File: config.mk
export PLATFORM = sky130hd
export DESIGN_NAME = lcd_instruction_executor
export DESIGN_NICKNAME = d
export VERILOG_FILES = /design/src/rtl/lcd_exec_pkg.sv /design/src/rtl/lcd_instruction_executor.sv /design/src/rtl/text_ram.sv
export VERILOG_INCLUDE_DIRS = /design/src /design/src/rtl
export SDC_FILE = /design/constraint.sdc
export NUM_CORES = 1
export LEC_CHECK = 0
export ABC_AREA = 1
export BUFFER_PORTS_ARGS = -buffer_cell sky130_fd_sc_hd__buf_2
export CORE_MARGIN = 2
export CORE_UTILIZATION = 48
export CTS_BUF_LIST = sky130_fd_sc_hd__clkbuf_2 sky130_fd_sc_hd__clkbuf_4 sky130_fd_sc_hd__clkbuf_8
export DETAILED_ROUTE_END_ITERATION = 16
export PLACE_DENSITY = 0.65
export SLEW_MARGIN = 10
export SYNTH_ARGS = -nofsm -noshare
export SYNTH_HDL_FRONTEND = slang
export SYNTH_HIERARCHICAL = 1
export SYNTH_SLANG_ARGS = --single-unit
File: constraint.sdc
create_clock -name i_clk -period 4.8 [get_ports i_clk]
set_input_delay 0.96 -clock i_clk [delete_from_list [all_inputs] [get_ports i_clk]]
set_output_delay 0.96 -clock i_clk [all_outputs]
set_load 0.05 [all_outputs]
File: src/rtl/lcd_exec_map.svh
`ifndef LCD_EXEC_MAP_SVH
`define LCD_EXEC_MAP_SVH
`define SPACE_CODE 8'h20
`define TEXT_RAM_WORDS 128
`define TEXT_LAST_1LINE 7'h4f
`define LINE1_LAST 7'h27
`define LINE2_FIRST 7'h40
`define LINE2_LAST 7'h67
`define SHIFT_MAX_1LINE 7'h4f
`define SHIFT_MAX_2LINE 7'h27
`define OP_CLOCKS 31
`define CLEAR_CLOCKS 128
`define ADDR_UPDATE_CLOCKS 4
`define CLK_HZ 25000000
`define FLASH_MS 320
`define FLASH_DIV_DEFAULT 8000000
`endif

File: src/rtl/lcd_exec_pkg.sv
package lcd_exec_pkg;
  typedef enum logic [3:0] {
    ST_IDLE = 4'b0001,
    ST_BUSY = 4'b0010,
    ST_CLEAR = 4'b0100,
    ST_STEP = 4'b1000
  } exec_state_e;
  typedef struct packed {
    logic step_up;
    logic auto_scroll;
    logic screen_on;
    logic cursor_on;
    logic flash_on;
    logic bus8;
    logic two_line;
    logic font_tall;
  } mode_s;
  typedef struct packed {
    logic reg_sel;
    logic rd_nwr;
    logic [7:0] data;
  } host_req_s;
endpackage : lcd_exec_pkg

File: src/rtl/lcd_instruction_executor.sv
`timescale 1ns/1ns
`default_nettype none
`include "lcd_exec_map.svh"
module lcd_instruction_executor import lcd_exec_pkg::*; #(
  parameter int FLASH_DIV = `FLASH_DIV_DEFAULT
) (
  input wire logic i_clk,
  input wire logic i_nrst,
  input wire logic i_strobe,
  input wire host_req_s i_req,
  output logic [7:0] o_rdata,
  output logic o_rvalid,
  output logic o_operation_pending_flag,
  output logic [6:0] o_address_pointer,
  output logic o_glyph_sel,
  output mode_s o_mode,
  output logic [6:0] o_display_shift,
  output logic o_flash_phase,
  output logic [3:0] o_cursor_row,
  output logic [5:0] o_glyph_addr,
  output logic [7:0] o_glyph_wdata,
  output logic o_glyph_we,
  input wire logic [7:0] i_glyph_rdata
);
  //////////////////////////////////////////////////////////////////////
  exec_state_e state_reg;
  mode_s mode_reg;
  logic [6:0] ptr_reg;
  logic glyph_reg;
  logic [6:0] shift_reg;
  logic nib_hi_reg;
  logic [3:0] nib_buf_reg;
  logic [6:0] ptr_stepped;
  logic [6:0] acc_ptr;
  logic [7:0] wait_reg;
  logic [6:0] clr_addr_reg;
  logic step_pend_reg;
  logic step_dir_reg;
  logic [31:0] flash_cnt_reg;
  logic flash_reg;
  logic [7:0] out_reg;
  logic rvalid_reg;
  logic busy;
  logic full_code;
  logic [7:0] code;
  logic take;
  logic [7:0] tram_rdata;
  logic tram_we;
  logic [6:0] tram_addr;
  logic [7:0] tram_wdata;
  logic [6:0] shift_max;

  assign busy = (state_reg != ST_IDLE);
  assign o_operation_pending_flag = busy;
  assign o_address_pointer = ptr_reg;
  assign o_glyph_sel = glyph_reg;
  assign o_mode = mode_reg;
  assign o_display_shift = shift_reg;
  assign o_flash_phase = flash_reg & mode_reg.flash_on;
  assign o_cursor_row = mode_reg.font_tall ? 4'hb : 4'h8;
  assign o_rdata = out_reg;
  assign o_rvalid = rvalid_reg;
  assign shift_max = mode_reg.two_line ? `SHIFT_MAX_2LINE : `SHIFT_MAX_1LINE;

  //////////////////////////////////////////////////////////////////////
  // Nibble assembly: upper half first in 4-bit mode
  assign full_code = mode_reg.bus8 | ~nib_hi_reg;
  assign code = mode_reg.bus8 ? i_req.data : {nib_buf_reg, i_req.data[7:4]};
  assign take = i_strobe & ~i_req.rd_nwr & full_code & ~busy;

  always_ff @(posedge i_clk) begin
    if (!i_nrst) begin
      nib_hi_reg <= 1'b1;
      nib_buf_reg <= 4'h0;
    end else if (i_strobe && !mode_reg.bus8) begin
      // A refused write still flips the phase so host and block stay paired
      nib_hi_reg <= ~nib_hi_reg;
      if (nib_hi_reg) begin
        nib_buf_reg <= i_req.data[7:4];
      end
    end
  end

  //////////////////////////////////////////////////////////////////////
  // Read path: status or latched RAM byte, halves in 4-bit mode
  logic [7:0] rd_word;
  // RAM bytes come straight from the ports, so a read after an address load is valid
  assign rd_word = i_req.reg_sel ? (glyph_reg ? i_glyph_rdata : tram_rdata)
                                 : {busy, ptr_reg};
  always_ff @(posedge i_clk) begin
    if (!i_nrst) begin
      out_reg <= 8'h00;
      rvalid_reg <= 1'b0;
    end else begin
      rvalid_reg <= i_strobe & i_req.rd_nwr;
      if (i_strobe && i_req.rd_nwr) begin
        if (mode_reg.bus8 || nib_hi_reg) begin
          out_reg <= rd_word;
        end else begin
          out_reg <= {rd_word[3:0], 4'h0};
        end
      end
    end
  end

  //////////////////////////////////////////////////////////////////////
  // Pointer seen by the RAM ports: already stepped while an update is due,
  // so an access taken inside the update delay lands on the right cell
  assign ptr_stepped = next_ptr(ptr_reg, step_dir_reg, glyph_reg, mode_reg.two_line);
  assign acc_ptr = step_pend_reg ? ptr_stepped : ptr_reg;

  //////////////////////////////////////////////////////////////////////
  // Command execution
  logic data_rd_take;
  assign data_rd_take = i_strobe & i_req.rd_nwr & i_req.reg_sel & full_code & ~busy;

  always_ff @(posedge i_clk) begin
    if (!i_nrst) begin
      state_reg <= ST_IDLE;
      mode_reg <= '{step_up: 1'b1, bus8: 1'b1, default: 1'b0};
      ptr_reg <= 7'h00;
      glyph_reg <= 1'b0;
      shift_reg <= 7'h00;
      wait_reg <= 8'h00;
      clr_addr_reg <= 7'h00;
      step_pend_reg <= 1'b0;
      step_dir_reg <= 1'b1;
    end else begin
      case (state_reg)
        ST_IDLE: begin
          if (take || data_rd_take) begin
            state_reg <= ST_BUSY;
            wait_reg <= 8'(`OP_CLOCKS);
            step_pend_reg <= 1'b0;
            // A step still due is applied first; address loads below override it
            if (step_pend_reg) begin
              ptr_reg <= ptr_stepped;
            end
            if (i_req.reg_sel) begin
              step_pend_reg <= 1'b1;
              step_dir_reg <= mode_reg.step_up;
              if (!data_rd_take && !glyph_reg && mode_reg.auto_scroll) begin
                if (mode_reg.step_up) begin
                  shift_reg <= (shift_reg == shift_max) ? 7'h00 : shift_reg + 7'h01;
                end else begin
                  shift_reg <= (shift_reg == 7'h00) ? shift_max : shift_reg - 7'h01;
                end
              end
            end else if (code[7]) begin
              ptr_reg <= code[6:0];
              glyph_reg <= 1'b0;
            end else if (code[6]) begin
              ptr_reg <= {1'b0, code[5:0]};
              glyph_reg <= 1'b1;
            end else if (code[5]) begin
              mode_reg.bus8 <= code[4];
              mode_reg.two_line <= code[3];
              mode_reg.font_tall <= code[2] & ~code[3];
              if (code[3] && shift_reg > `SHIFT_MAX_2LINE) begin
                shift_reg <= 7'h00;
              end
            end else if (code[4]) begin
              if (!code[3]) begin
                step_pend_reg <= 1'b1;
                step_dir_reg <= code[2];
              end else if (code[2]) begin
                shift_reg <= (shift_reg == 7'h00) ? shift_max : shift_reg - 7'h01;
              end else begin
                shift_reg <= (shift_reg == shift_max) ? 7'h00 : shift_reg + 7'h01;
              end
            end else if (code[3]) begin
              mode_reg.screen_on <= code[2];
              mode_reg.cursor_on <= code[1];
              mode_reg.flash_on <= code[0];
            end else if (code[2]) begin
              mode_reg.step_up <= code[1];
              mode_reg.auto_scroll <= code[0];
            end else if (code[1]) begin
              ptr_reg <= 7'h00;
              glyph_reg <= 1'b0;
              shift_reg <= 7'h00;
              wait_reg <= 8'(`CLEAR_CLOCKS);
            end else if (code[0]) begin
              state_reg <= ST_CLEAR;
              clr_addr_reg <= 7'h00;
              ptr_reg <= 7'h00;
              glyph_reg <= 1'b0;
              shift_reg <= 7'h00;
              mode_reg.step_up <= 1'b1;
            end
          end
        end
        ST_CLEAR: begin
          // One text cell is filled with a space on every clock
          clr_addr_reg <= clr_addr_reg + 7'h01;
          if (clr_addr_reg == 7'h7f) begin
            state_reg <= ST_BUSY;
            wait_reg <= 8'(`OP_CLOCKS);
          end
        end
        ST_BUSY: begin
          // Leaving busy arms the update delay for a pending pointer step
          if (wait_reg <= 8'h01) begin
            state_reg <= ST_IDLE;
            wait_reg <= 8'(`ADDR_UPDATE_CLOCKS);
          end else begin
            wait_reg <= wait_reg - 8'h01;
          end
        end
        default: begin
          state_reg <= ST_IDLE;
        end
      endcase
      // Pointer moves a short delay after the flag clears
      if (state_reg == ST_IDLE && step_pend_reg && !(take || data_rd_take)) begin
        if (wait_reg <= 8'h01) begin
          step_pend_reg <= 1'b0;
          ptr_reg <= next_ptr(ptr_reg, step_dir_reg, glyph_reg, mode_reg.two_line);
        end else begin
          wait_reg <= wait_reg - 8'h01;
        end
      end
    end
  end

  // Pointer wrap: glyph RAM is 64 bytes, text RAM follows the line layout
  function automatic logic [6:0] next_ptr(input logic [6:0] p, input logic up,
                                          input logic gl, input logic two);
    logic [6:0] r;
    r = up ? p + 7'h01 : p - 7'h01;
    if (gl) begin
      r = {1'b0, r[5:0]};
    end else if (two) begin
      if (up && p == `LINE1_LAST) r = `LINE2_FIRST;
      else if (up && p == `LINE2_LAST) r = 7'h00;
      else if (!up && p == `LINE2_FIRST) r = `LINE1_LAST;
      else if (!up && p == 7'h00) r = `LINE2_LAST;
    end else begin
      if (up && p == `TEXT_LAST_1LINE) r = 7'h00;
      else if (!up && p == 7'h00) r = `TEXT_LAST_1LINE;
    end
    return r;
  endfunction : next_ptr

  //////////////////////////////////////////////////////////////////////
  // Text RAM port and glyph RAM strobes
  assign tram_we = (state_reg == ST_CLEAR) | (take & i_req.reg_sel & ~glyph_reg);
  assign tram_addr = (state_reg == ST_CLEAR) ? clr_addr_reg : acc_ptr;
  assign tram_wdata = (state_reg == ST_CLEAR) ? `SPACE_CODE : code;
  assign o_glyph_we = take & i_req.reg_sel & glyph_reg;
  assign o_glyph_addr = acc_ptr[5:0];
  assign o_glyph_wdata = code;

  text_ram u_text_ram (
    .i_clk(i_clk),
    .i_we(tram_we),
    .i_addr(tram_addr),
    .i_wdata(tram_wdata),
    .o_rdata(tram_rdata)
  );

  //////////////////////////////////////////////////////////////////////
  // Flash phase timer
  always_ff @(posedge i_clk) begin
    if (!i_nrst) begin
      flash_cnt_reg <= 32'h0;
      flash_reg <= 1'b0;
    end else if (flash_cnt_reg >= 32'(FLASH_DIV - 1)) begin
      flash_cnt_reg <= 32'h0;
      flash_reg <= ~flash_reg;
    end else begin
      flash_cnt_reg <= flash_cnt_reg + 32'h1;
    end
  end
endmodule : lcd_instruction_executor
`default_nettype wire

File: src/rtl/text_ram.sv
`timescale 1ns/1ns
`default_nettype none
module text_ram (
  input wire logic i_clk,
  input wire logic i_we,
  input wire logic [6:0] i_addr,
  input wire logic [7:0] i_wdata,
  output logic [7:0] o_rdata
);
  logic [7:0] mem [0:127];
  always_ff @(posedge i_clk) begin
    if (i_we) begin
      mem[i_addr] <= i_wdata;
    end
    o_rdata <= mem[i_addr];
  end
endmodule : text_ram
`default_nettype wire

==> Word level (Yosys, flattened, before mapping) <==
Memory sizes are Yosys's and may differ from the RTL's. A register that Yosys moved wholly into a read port is not among the register bits.
Cells that the tools add are included.
{ "op_classes": {"div_mod_pow": 0, "bitwise": 26, "eq_ne": 36, "mux": 113, "n_shift": 0, "addsub": 7, "reduce_logical": 37, "mul": 0, "n_lt_le_gt_ge": 3} }
{ "op_table": {"columns": ["operator", "n"], "rows": [
  ["$mux 7", 50],
  ["$mux 8", 18],
  ["$add 32x1->32 const B", 1],
  ["$ge 32x23->1 const B", 1],
  ["$ne 2x2->1 const B", 15],
  ["$mux 1", 29],
  ["$eq 7x7->1 const B", 4],
  ["$mux 3", 9],
  ["$pmux 8 s3", 1],
  ["$add 7x1->7 const B", 3],
  ["$reduce_and 10->1", 2],
  ["$reduce_and 8->1", 2],
  ["$logic_not 7->1", 2],
  ["$pmux 7 s2", 1],
  ["$sub 7x1->7 const B", 2],
  ["$and 1x1->1", 12],
  ["$logic_and 1x1->1", 12],
  ["$mux 4", 3],
  ["$ne 3x1->1 const B", 4],
  ["$not 1->1", 12],
  ["$pmux 4 s3", 1],
  ["$reduce_and 11->1", 1],
  ["$reduce_and 9->1", 1],
  ["$le 8x1->1 const B", 1],
  ["other kinds (24)", 35]
]} }
{ "totals": {"mem_bits_rw": 1024, "romBits": 0, "regBits": 91, "latchBits": 0, "word_cells": 245, "n_memories": 1, "out_inout_bits": 53, "input_bits": 21} }
{ "mem_list": {"columns": ["name", "words", "word_bits", "read_ports", "rd_ports_with_merged_regs", "write_ports", "line_no", "source"], "rows": [
  ["u_text_ram.mem", 128, 8, 1, 1, 1, "text_ram.sv:10", "logic [7:0] mem [0:127];"]
]} }

==> Longest topological paths before layout <==
Gate-level depths: netlist of the first run.
{ "logic_depth": {"word_depth": 22, "mapped_depth": 24, "ltp_nobuf": 21} }

==> Cells and area by module <==
The synthesis of the first run kept the hierarchy.
{ "by_module_without_submodules": {"columns": ["mod", "cells_per_inst", "seq_area_each_um2", "n_inst", "area_each_um2"], "rows": [
  ["text_ram", 4400, 30909.6, 1, 43799.5],
  ["lcd_instruction_executor", 877, 1801.7, 1, 5776.8]
]} }

==> Least setup slack after synthesis of the first run <==
Ideal clock, no wire load.
{ "synth_path": {"path_kind": "input to register", "startpoint": "input port i_req[7] (netlist bit)", "endpoint": "register clr_addr_reg[4]", "required_ns": 4.683, "setup_time_ns": 0.117, "cell_stages": 10, "arrival_ns": 5.546, "n_path_buf": 0, "path_slack_ns": -0.864, "cell_sequence": "nand2_1 > o21ai_1 > inv_2 > nor2_1 > nor3_2 > nand3_4 > nor2_2 > nand2_1 > xor2_1 > nor2_1"} }
{ "synth_between": {"elab_chain_cells": 3, "word_cells_on_any_way": 4, "classes_between": "eq/ne: 2; mux: 1; reduce/logical: 1"} }
{ "synth_lines": {"columns": ["element", "line_no", "source"], "rows": [
  ["start, declared", "lcd_instruction_executor.sv:10", "input wire host_req_s i_req,"],
  ["$mux 8", "lcd_instruction_executor.sv:68", "assign code = mode_reg.bus8 ? i_req.data : {nib_buf_reg, i_req.data[7:4]};"],
  ["via o_glyph_wdata[7]", "lcd_instruction_executor.sv:21", "output logic [7:0] o_glyph_wdata,"],
  ["$ne 2x2->1 (no line)", null, null],
  ["$reduce_and 11->1 (no line)", null, null],
  ["end signal, assigned", "lcd_instruction_executor.sv:195", "clr_addr_reg <= clr_addr_reg + 7'h01;"],
  ["end, declared", "lcd_instruction_executor.sv:36", "logic [6:0] clr_addr_reg;"]
]} }
The timed path passes the listed nets, and every way through them passes these cells.
A chain may end at the register's enable or synchronous reset.

==> Worst setup path after layout of the first run <==
{ "layout_path": {"startpoint": "register step_dir_reg", "endpoint": "memory u_text_ram.mem[12][1], enable pin"} }
{ "layout_between": {"elab_chain_cells": 10, "word_cells_on_any_way": 17, "classes_between": "mux: 11; reduce/logical: 6"} }
{ "layout_lines": {"columns": ["element", "line_no", "source"], "rows": [
  ["start, declared", "lcd_instruction_executor.sv:38", "logic step_dir_reg;"],
  ["start signal, assigned", "lcd_instruction_executor.sv:141", "step_dir_reg <= mode_reg.step_up;"],
  ["start signal, assigned", "lcd_instruction_executor.sv:165", "step_dir_reg <= code[2];"],
  ["$logic_not 1->1", "lcd_instruction_executor.sv:236, lcd_instruction_executor.sv:237, lcd_instruction_executor.sv:240", null],
  ["$logic_and 1x1->1", "lcd_instruction_executor.sv:237, lcd_instruction_executor.sv:240", null],
  ["$mux 7", "lcd_instruction_executor.sv:237", "else if (!up && p == 7'h00) r = `LINE2_LAST;"],
  ["$mux 7", "lcd_instruction_executor.sv:236", "else if (!up && p == `LINE2_FIRST) r = `LINE1_LAST;"],
  ["$mux 7", "lcd_instruction_executor.sv:235", "else if (up && p == `LINE2_LAST) r = 7'h00;"],
  ["$mux 7", "lcd_instruction_executor.sv:234", "if (up && p == `LINE1_LAST) r = `LINE2_FIRST;"],
  ["$mux 7", "lcd_instruction_executor.sv:233", "end else if (two) begin"],
  ["$mux 7 (*)", "lcd_instruction_executor.sv:231", "if (gl) begin"],
  ["$mux 7 (*)", "lcd_instruction_executor.sv:110", "assign acc_ptr = step_pend_reg ? ptr_stepped : ptr_reg;"],
  ["$mux 7 (*)", "lcd_instruction_executor.sv:248", "assign tram_addr = (state_reg == ST_CLEAR) ? clr_addr_reg : acc_ptr;"],
  ["via tram_addr[3]", "lcd_instruction_executor.sv:49", "logic [6:0] tram_addr;"],
  ["end, declared", "text_ram.sv:10", null]
]} }
The timed path passes the listed nets; every way through them passes the cells marked *.

==> reports/results.ini, run 1 <==
[global_routing]
grt_util_all_layers=0.249
grt_first_pass_wirelength_um=203000
first_global_vias=34463
grt_antenna_before_repair=2
grt_start_max_net_pins=161
globalRouteOverflowTotal=0

[pwr]
power_switching_w=0.0126
vdd_ir_drop_max_v=0.000702
cellLeakagePower_nw=23.3
pwr_density_cell_mw_per_mm2=558
portion_of_total_power_attributed_to_the_clock_network=0.272
internal_power_summed_over_all_cells_w=0.0184
seq_power_share=0.355
power.share.switching=0.408
combPwrFrac=0.374

[synthesis]
syn-mean-instance-area_um2=9.39
synth.area.top_cells=edfxtp_1 62%, nand2_1 22%, dfxtp_1 4.0%, nor2_1 2.5%, inv_1 1.3%
synth_enable_flop_cells=1024
synth_async_sr_flop_share=0
seq_area_frac_synth=0.660
synth_cells=5277
yosys.cell_types.count=58
synth_top_area_cell=edfxtp_1
ys_ff_latch=1122
synth_largest_type_area_fraction=0.620
ys.warnings.count=6
synth_area_mm2=0.0496
main_synth_ff_type=edfxtp_1

[floorplan]
die_area_mm2=0.106
core-area_mm2=0.102
start_util=0.485
dieHeight_um=325
floorplan.die.width_um=325
fp-row-count=117
floorplan.io_pins=74

[clocking]
clk-insertion-delay-late_ns=0.84
tritoncts=built
clock_transition_time_at_the_flip_flop_clock_pins_of_the_worst_setup_and_hold_paths_ns=0.06
cts_post_setup_buffers_inserted=0
clock_tree.root_cell=clkbuf_8
ctsResizeCount=0
clk_path_buf_depth=3
post_cts_hold_buffer_count=0
cts.sink_count=1122
cts_inserted_buffers=183
cts.htree.levels=4

[worst_hold_path]
holdPathEnd=o_mode[5]
hold_depth=2
min_path_type=flop to flop
hp-start=o_mode[5]

[route]
remaining_drc_errors=0
route.detailed.wl_per_inst_um=19.2
post_drt_via_cell_ratio=5.23
antenna_violating_nets_post_route=0
detailedRoute.firstIterationViolations=3697
wirelength_um=133000
firstDrtPassIters=5
routed-via-count=36324

[sta]
final-max-slew-violation-count=0
clock-skew-final_ns=0.0369
fin_hold_ws_ns=0.440
period_share=0.926
achievable-frequency_ghz=0.225
worst_slew_margin_rel=0.172
finalHoldViolCount=0
fin_crit_ns=4.45
setup-tns-final_ns=0
final_setup_violating_endpoints=0
rsz0062_at_grt=false
tightest_slew_ns=1.24

[worst_setup_path]
crit_path_category=flop to flop
timing.critical_path.from=step_dir_reg
crit_fanout=9
regToRegSetupSlack_ns=0.35
timing.critical_path.arrival_ns=4.92
startpoint_type=flop
timing.rr.end=u_text_ram/mem[12][1]
crit_required_ns=5.27
r2r.worst_path.cells=16
critPathCaptureType=flop
timing.rr.start=step_dir_reg

[placed_design]
detailed_place_hpwl_um=79500
gp_congestion=0.937
portBuffers=71

[final_layout]
register_area_mm2=0.0327
n_fill_cell=9141
largest_register_ffs=1024
multiInputGateArea_mm2=0.0151
area_growth_syn_to_layout_pct=12.2
final_common_cell=nand2_1
finish.net_count=5462
mostFrequentLayoutCells=2963 x nand2_1, 1024 x edfxtp_1, 325 x nor2_1
final_layout_size_suffix_gt1_frac=0.106

[run_status]
status=finished, final reports clean

[run]
drv.max_cap_violation_count=0

worst max-delay path by stage:
stage                            endpoint  cells past startpoint
floorplan                 clr_addr_reg[4]                     10
global placement    u_text_ram/mem[10][3]                     16
detailed placement  u_text_ram/mem[12][2]                     16
CTS                 u_text_ram/mem[12][6]                     16
global route        u_text_ram/mem[12][4]                     16
finish              u_text_ram/mem[12][1]                     16
cells by family (layout without fill, tap and decap cells):
logic type               after synthesis  count (layout)  share of synthesized area
AO/OA/AOI/OAI                        187             187                     0.0225
buffers and inverters                447             735                     0.0381
flip-flops                          1122            1122                      0.660
adder cells (fa/ha/maj)               13              13                    0.00343
AND/OR/NAND/NOR                     3485            3485                      0.272
other                                  2              12                   0.000151
XOR/XNOR                              21              21                    0.00371
final cells by class:
class,count,area share
antenna,1,0.0000450
clock inverter,60,0.00801
inverter,201,0.0140
tap,1368,0.0308
clock buffer,271,0.0586
sequential,1122,0.588
multi-input combinational,3717,0.272
timing repair buffer,203,0.0285
critical path, stage by stage, from the launching register on:
cell and delay [ns]:
dfxtp_1 0.33, inv_1 0.27, ha_1 0.37, a21oi_1 0.20
nand2_1 0.09, xnor2_1 0.13, nand2_1 0.08, nand3_1 0.08
nand2_1 0.07, o21ai_1 0.10, o21ai_0 0.56, inv_1 0.15
nor2_2 0.36, inv_1 0.13, nor2_1 0.28, inv_1 0.26
nor2_1 0.61
power by group through the flow:
stage          Sequential, W  Combinational, W  Clock (W)
6_report              0.0110            0.0116    0.00842
2_1_floorplan         0.0112           0.00772          0
3_5_place_dp          0.0112            0.0114          0
3_3_place_gp          0.0112            0.0114          0
5_1_grt               0.0110            0.0128    0.00899
4_1_cts               0.0110            0.0115    0.00859
synth_stat cells (all sizes together) (2+ instances only):
cell and instances:
a211oi 5, a21oi 69, a31oi 8, a41oi 2
buf 135, clkbuf 111, clkinv 3, conb 2
dfxtp 98, edfxtp 1024, ha 12, inv 198
nand2 2972, nand3 84, nand4 23, nor2 345
nor3 31, nor3b 5, nor4 7, o211ai 11
o21ai 72, o22ai 8, o31ai 4, or2 16
xnor2 5, xor2 16
layer usage:
layer / GRT usage / routed length [um]
met2: 0.390 / 60600
met4: 0.0872 / 3840
met5: 0 / 13
met3: 0.0451 / 12000
met1: 0.351 / 56800
stage by stage:
stage	instances	worst slack, ns	area [um^2]	utilization	power [W]
2_1_floorplan	5286	0.388	49600	-	0.0189
5_1_grt	6943	0.0183	55600	0.544	0.0328
4_1_cts	6942	0.418	55600	0.544	0.0311
3_5_place_dp	6611	0.435	51900	0.508	0.0226
3_3_place_gp	6611	0.518	51900	0.508	0.0226
6_report	6943	0.355	55600	0.544	0.0310
Power figures use the tool's default switching activity.
==> inputs of run 2 (changes only) <==
--- a/config.mk
+++ b/config.mk
@@ -8,6 +8,7 @@
 export LEC_CHECK = 0
 export ABC_AREA = 1
 export BUFFER_PORTS_ARGS = -buffer_cell sky130_fd_sc_hd__buf_2
+export CORE_ASPECT_RATIO = 0.8
 export CORE_MARGIN = 2
 export CORE_UTILIZATION = 48
 export CTS_BUF_LIST = sky130_fd_sc_hd__clkbuf_2 sky130_fd_sc_hd__clkbuf_4 sky130_fd_sc_hd__clkbuf_8
==> reports/results.ini, run 2 (same netlist as run 1, synthesis figures left out) <==
[worst_hold_path]
holdPathEnd=nib_buf_reg[0]  ; was o_mode[5]
hp-start=i_req[4]  ; was o_mode[5]
min_path_type=input port to flop  ; was flop to flop
hold_depth=3  ; was 2

[sta]
rsz0062_at_grt=true  ; was false
finalHoldViolCount=0  ; unchanged
clock-skew-final_ns=0.0411  ; was 0.0369 ns
fin_crit_ns=4.61  ; was 4.45 ns
achievable-frequency_ghz=0.217  ; was 0.225 GHz
period_share=0.960  ; was 0.926
worst_slew_margin_rel=0.220  ; was 0.172
tightest_slew_ns=1.17  ; was 1.24 ns
timing.final.ws_setup_ns=0.192  ; was 0.355 ns
final-max-slew-violation-count=0  ; unchanged
final_setup_violating_endpoints=0  ; unchanged

[route]
wirelength_um=136000  ; was 133000 um
detailedRoute.firstIterationViolations=4197  ; was 3697
route.detailed.wl_per_inst_um=19.6  ; was 19.2 um
routed-via-count=36493  ; was 36324
post_drt_via_cell_ratio=5.25  ; was 5.23
firstDrtPassIters=5  ; unchanged
remaining_drc_errors=0  ; unchanged
antenna_violating_nets_post_route=0  ; unchanged

[pwr]
portion_of_total_power_attributed_to_the_clock_network=0.257  ; was 0.272
power.share.switching=0.413  ; was 0.408
power_switching_w=0.0127  ; was 0.0126 W
vdd_ir_drop_max_v=0.000647  ; was 0.000702 V
internal_power_summed_over_all_cells_w=0.0180  ; was 0.0184 W
combPwrFrac=0.384  ; was 0.374
cellLeakagePower_nw=23.5  ; was 23.3 nW
pwr_density_cell_mw_per_mm2=550  ; was 558 mW/mm^2
seq_power_share=0.359  ; was 0.355

[final_layout]
register_area_mm2=0.0327  ; unchanged
finish.net_count=5519  ; was 5462
area_growth_syn_to_layout_pct=12.4  ; was 12.2%
final_area_mm2=0.0557  ; was 0.0556 mm^2
mostFrequentLayoutCells=2963 x nand2_1, 1024 x edfxtp_1, 325 x nor2_1  ; unchanged
largest_register_ffs=1024  ; unchanged
n_fill_cell=9164  ; was 9141
multiInputGateArea_mm2=0.0151  ; unchanged
final_common_cell=nand2_1  ; unchanged
final_layout_size_suffix_gt1_frac=0.111  ; was 0.106

[clocking]
clock_tree.root_cell=clkbuf_8  ; unchanged
post_cts_hold_buffer_count=0  ; unchanged
clock_transition_time_at_the_flip_flop_clock_pins_of_the_worst_setup_and_hold_paths_ns=0.07  ; was 0.06 ns
cts_inserted_buffers=173  ; was 183
ctsResizeCount=0  ; unchanged
cts_post_setup_buffers_inserted=0  ; unchanged
clk-insertion-delay-late_ns=0.86  ; was 0.84 ns
tritoncts=built  ; unchanged
clk_path_buf_depth=3  ; unchanged
cts.sink_count=1122  ; unchanged
cts.htree.levels=4  ; unchanged

[floorplan]
start_util=0.484  ; was 0.485
die_area_mm2=0.106  ; about the same
core-area_mm2=0.102  ; about the same
floorplan.io_pins=74  ; unchanged
fp-row-count=105  ; was 117
floorplan.die.width_um=363  ; was 325 um
dieHeight_um=291  ; was 325 um

[global_routing]
first_global_vias=34695  ; was 34463
grt_first_pass_wirelength_um=209000  ; was 203000 um
grt_util_all_layers=0.259  ; was 0.249
grt_start_max_net_pins=137  ; was 161
grt_antenna_before_repair=1  ; was 2
globalRouteOverflowTotal=0  ; unchanged

[placed_design]
pre_cts_slack_ns=0.303  ; was 0.435 ns
dpl-instance-area_mm2=0.0524  ; was 0.0519 mm^2
portBuffers=71  ; unchanged
gp_congestion=0.929  ; was 0.937
detailed_place_hpwl_um=82800  ; was 79500 um

[run_status]
status=finished, final reports clean  ; unchanged

[worst_setup_path]
timing.critical_path.arrival_ns=5.10  ; was 4.92 ns
crit_path_category=flop to flop  ; unchanged
r2r.worst_path.cells=14  ; was 16
crit_required_ns=5.29  ; was 5.27 ns
critPathCaptureType=flop  ; unchanged
crit_fanout=17  ; was 9
timing.rr.end=u_text_ram/mem[57][7]  ; was u_text_ram/mem[12][1]
timing.rr.start=step_dir_reg  ; unchanged
startpoint_type=flop  ; unchanged
regToRegSetupSlack_ns=0.19  ; was 0.35 ns

[run]
drv.max_cap_violation_count=0  ; unchanged

==> run 2: worst max-delay path, stage by stage (launching register included) <==
cell and delay (ns):
dfxtp_1 0.33, inv_1 0.25, ha_1 0.36, a21oi_1 0.20
nand2_1 0.09, xnor2_1 0.13, nand2_1 0.09, nand3_1 0.08
nand2_1 0.08, o21ai_1 0.14, o21ai_0 0.56, nand2_1 0.33
inv_1 0.49, nand2_1 0.44, nor2_1 0.65
==> run 2: area by class of cell <==
class	count	area share
diodes	1	0.0000449
clock buffers	235	0.0523
clock inverters	73	0.00828
inverters	201	0.0140
multi-input cells	3717	0.271
flip-flops and latches	1122	0.587
well taps	1337	0.0300
repair buffers	270	0.0374
==> run 2: worst max-delay path by stage <==
stage | start | end | slack, ns
after floorplan | i_req[7] | clr_addr_reg[4] | 0.39
after global placement | step_dir_reg | u_text_ram/mem[60][5] | 0.39
after detailed placement | step_dir_reg | u_text_ram/mem[57][7] | 0.30
after CTS | step_dir_reg | u_text_ram/mem[57][7] | 0.29
after global routing | step_dir_reg | u_text_ram/mem[57][0] | -0.11
final | step_dir_reg | u_text_ram/mem[57][7] | 0.19
==> run 2: stage by stage <==
| stage | power (W) | util | setup TNS, ns | hold slack, ns | instances |
|---|---|---|---|---|---|
| after global placement | 0.0227 | 0.511 | 0 | 0.433 | 6647 |
| after floorplan | 0.0189 | - | 0 | 0.417 | 5286 |
| final | 0.0307 | 0.544 | 0 | 0.442 | 6956 |
| after CTS | 0.0307 | 0.544 | 0 | 0.364 | 6955 |
| after global routing | 0.0325 | 0.544 | -4.00 | 0.433 | 6956 |
| after detailed placement | 0.0228 | 0.511 | 0 | 0.443 | 6647 |
==> run 2: power by group through the flow <==
stage / sequential [W] / combinational, W / clock [W]
global route: 0.0110 / 0.0131 / 0.00847
detailed placement: 0.0112 / 0.0116 / 0
finish: 0.0110 / 0.0118 / 0.00789
CTS: 0.0110 / 0.0116 / 0.00805
floorplan: 0.0112 / 0.00772 / 0
global placement: 0.0112 / 0.0115 / 0
==> run 2: per-layer routing <==
metal  part of all wire  wire length (um)  track usage
met5                  0                 0            0
met4              0.029              3980       0.0912
met3              0.087             11900       0.0457
met2               0.44             59500        0.381
met1               0.45             61000        0.386
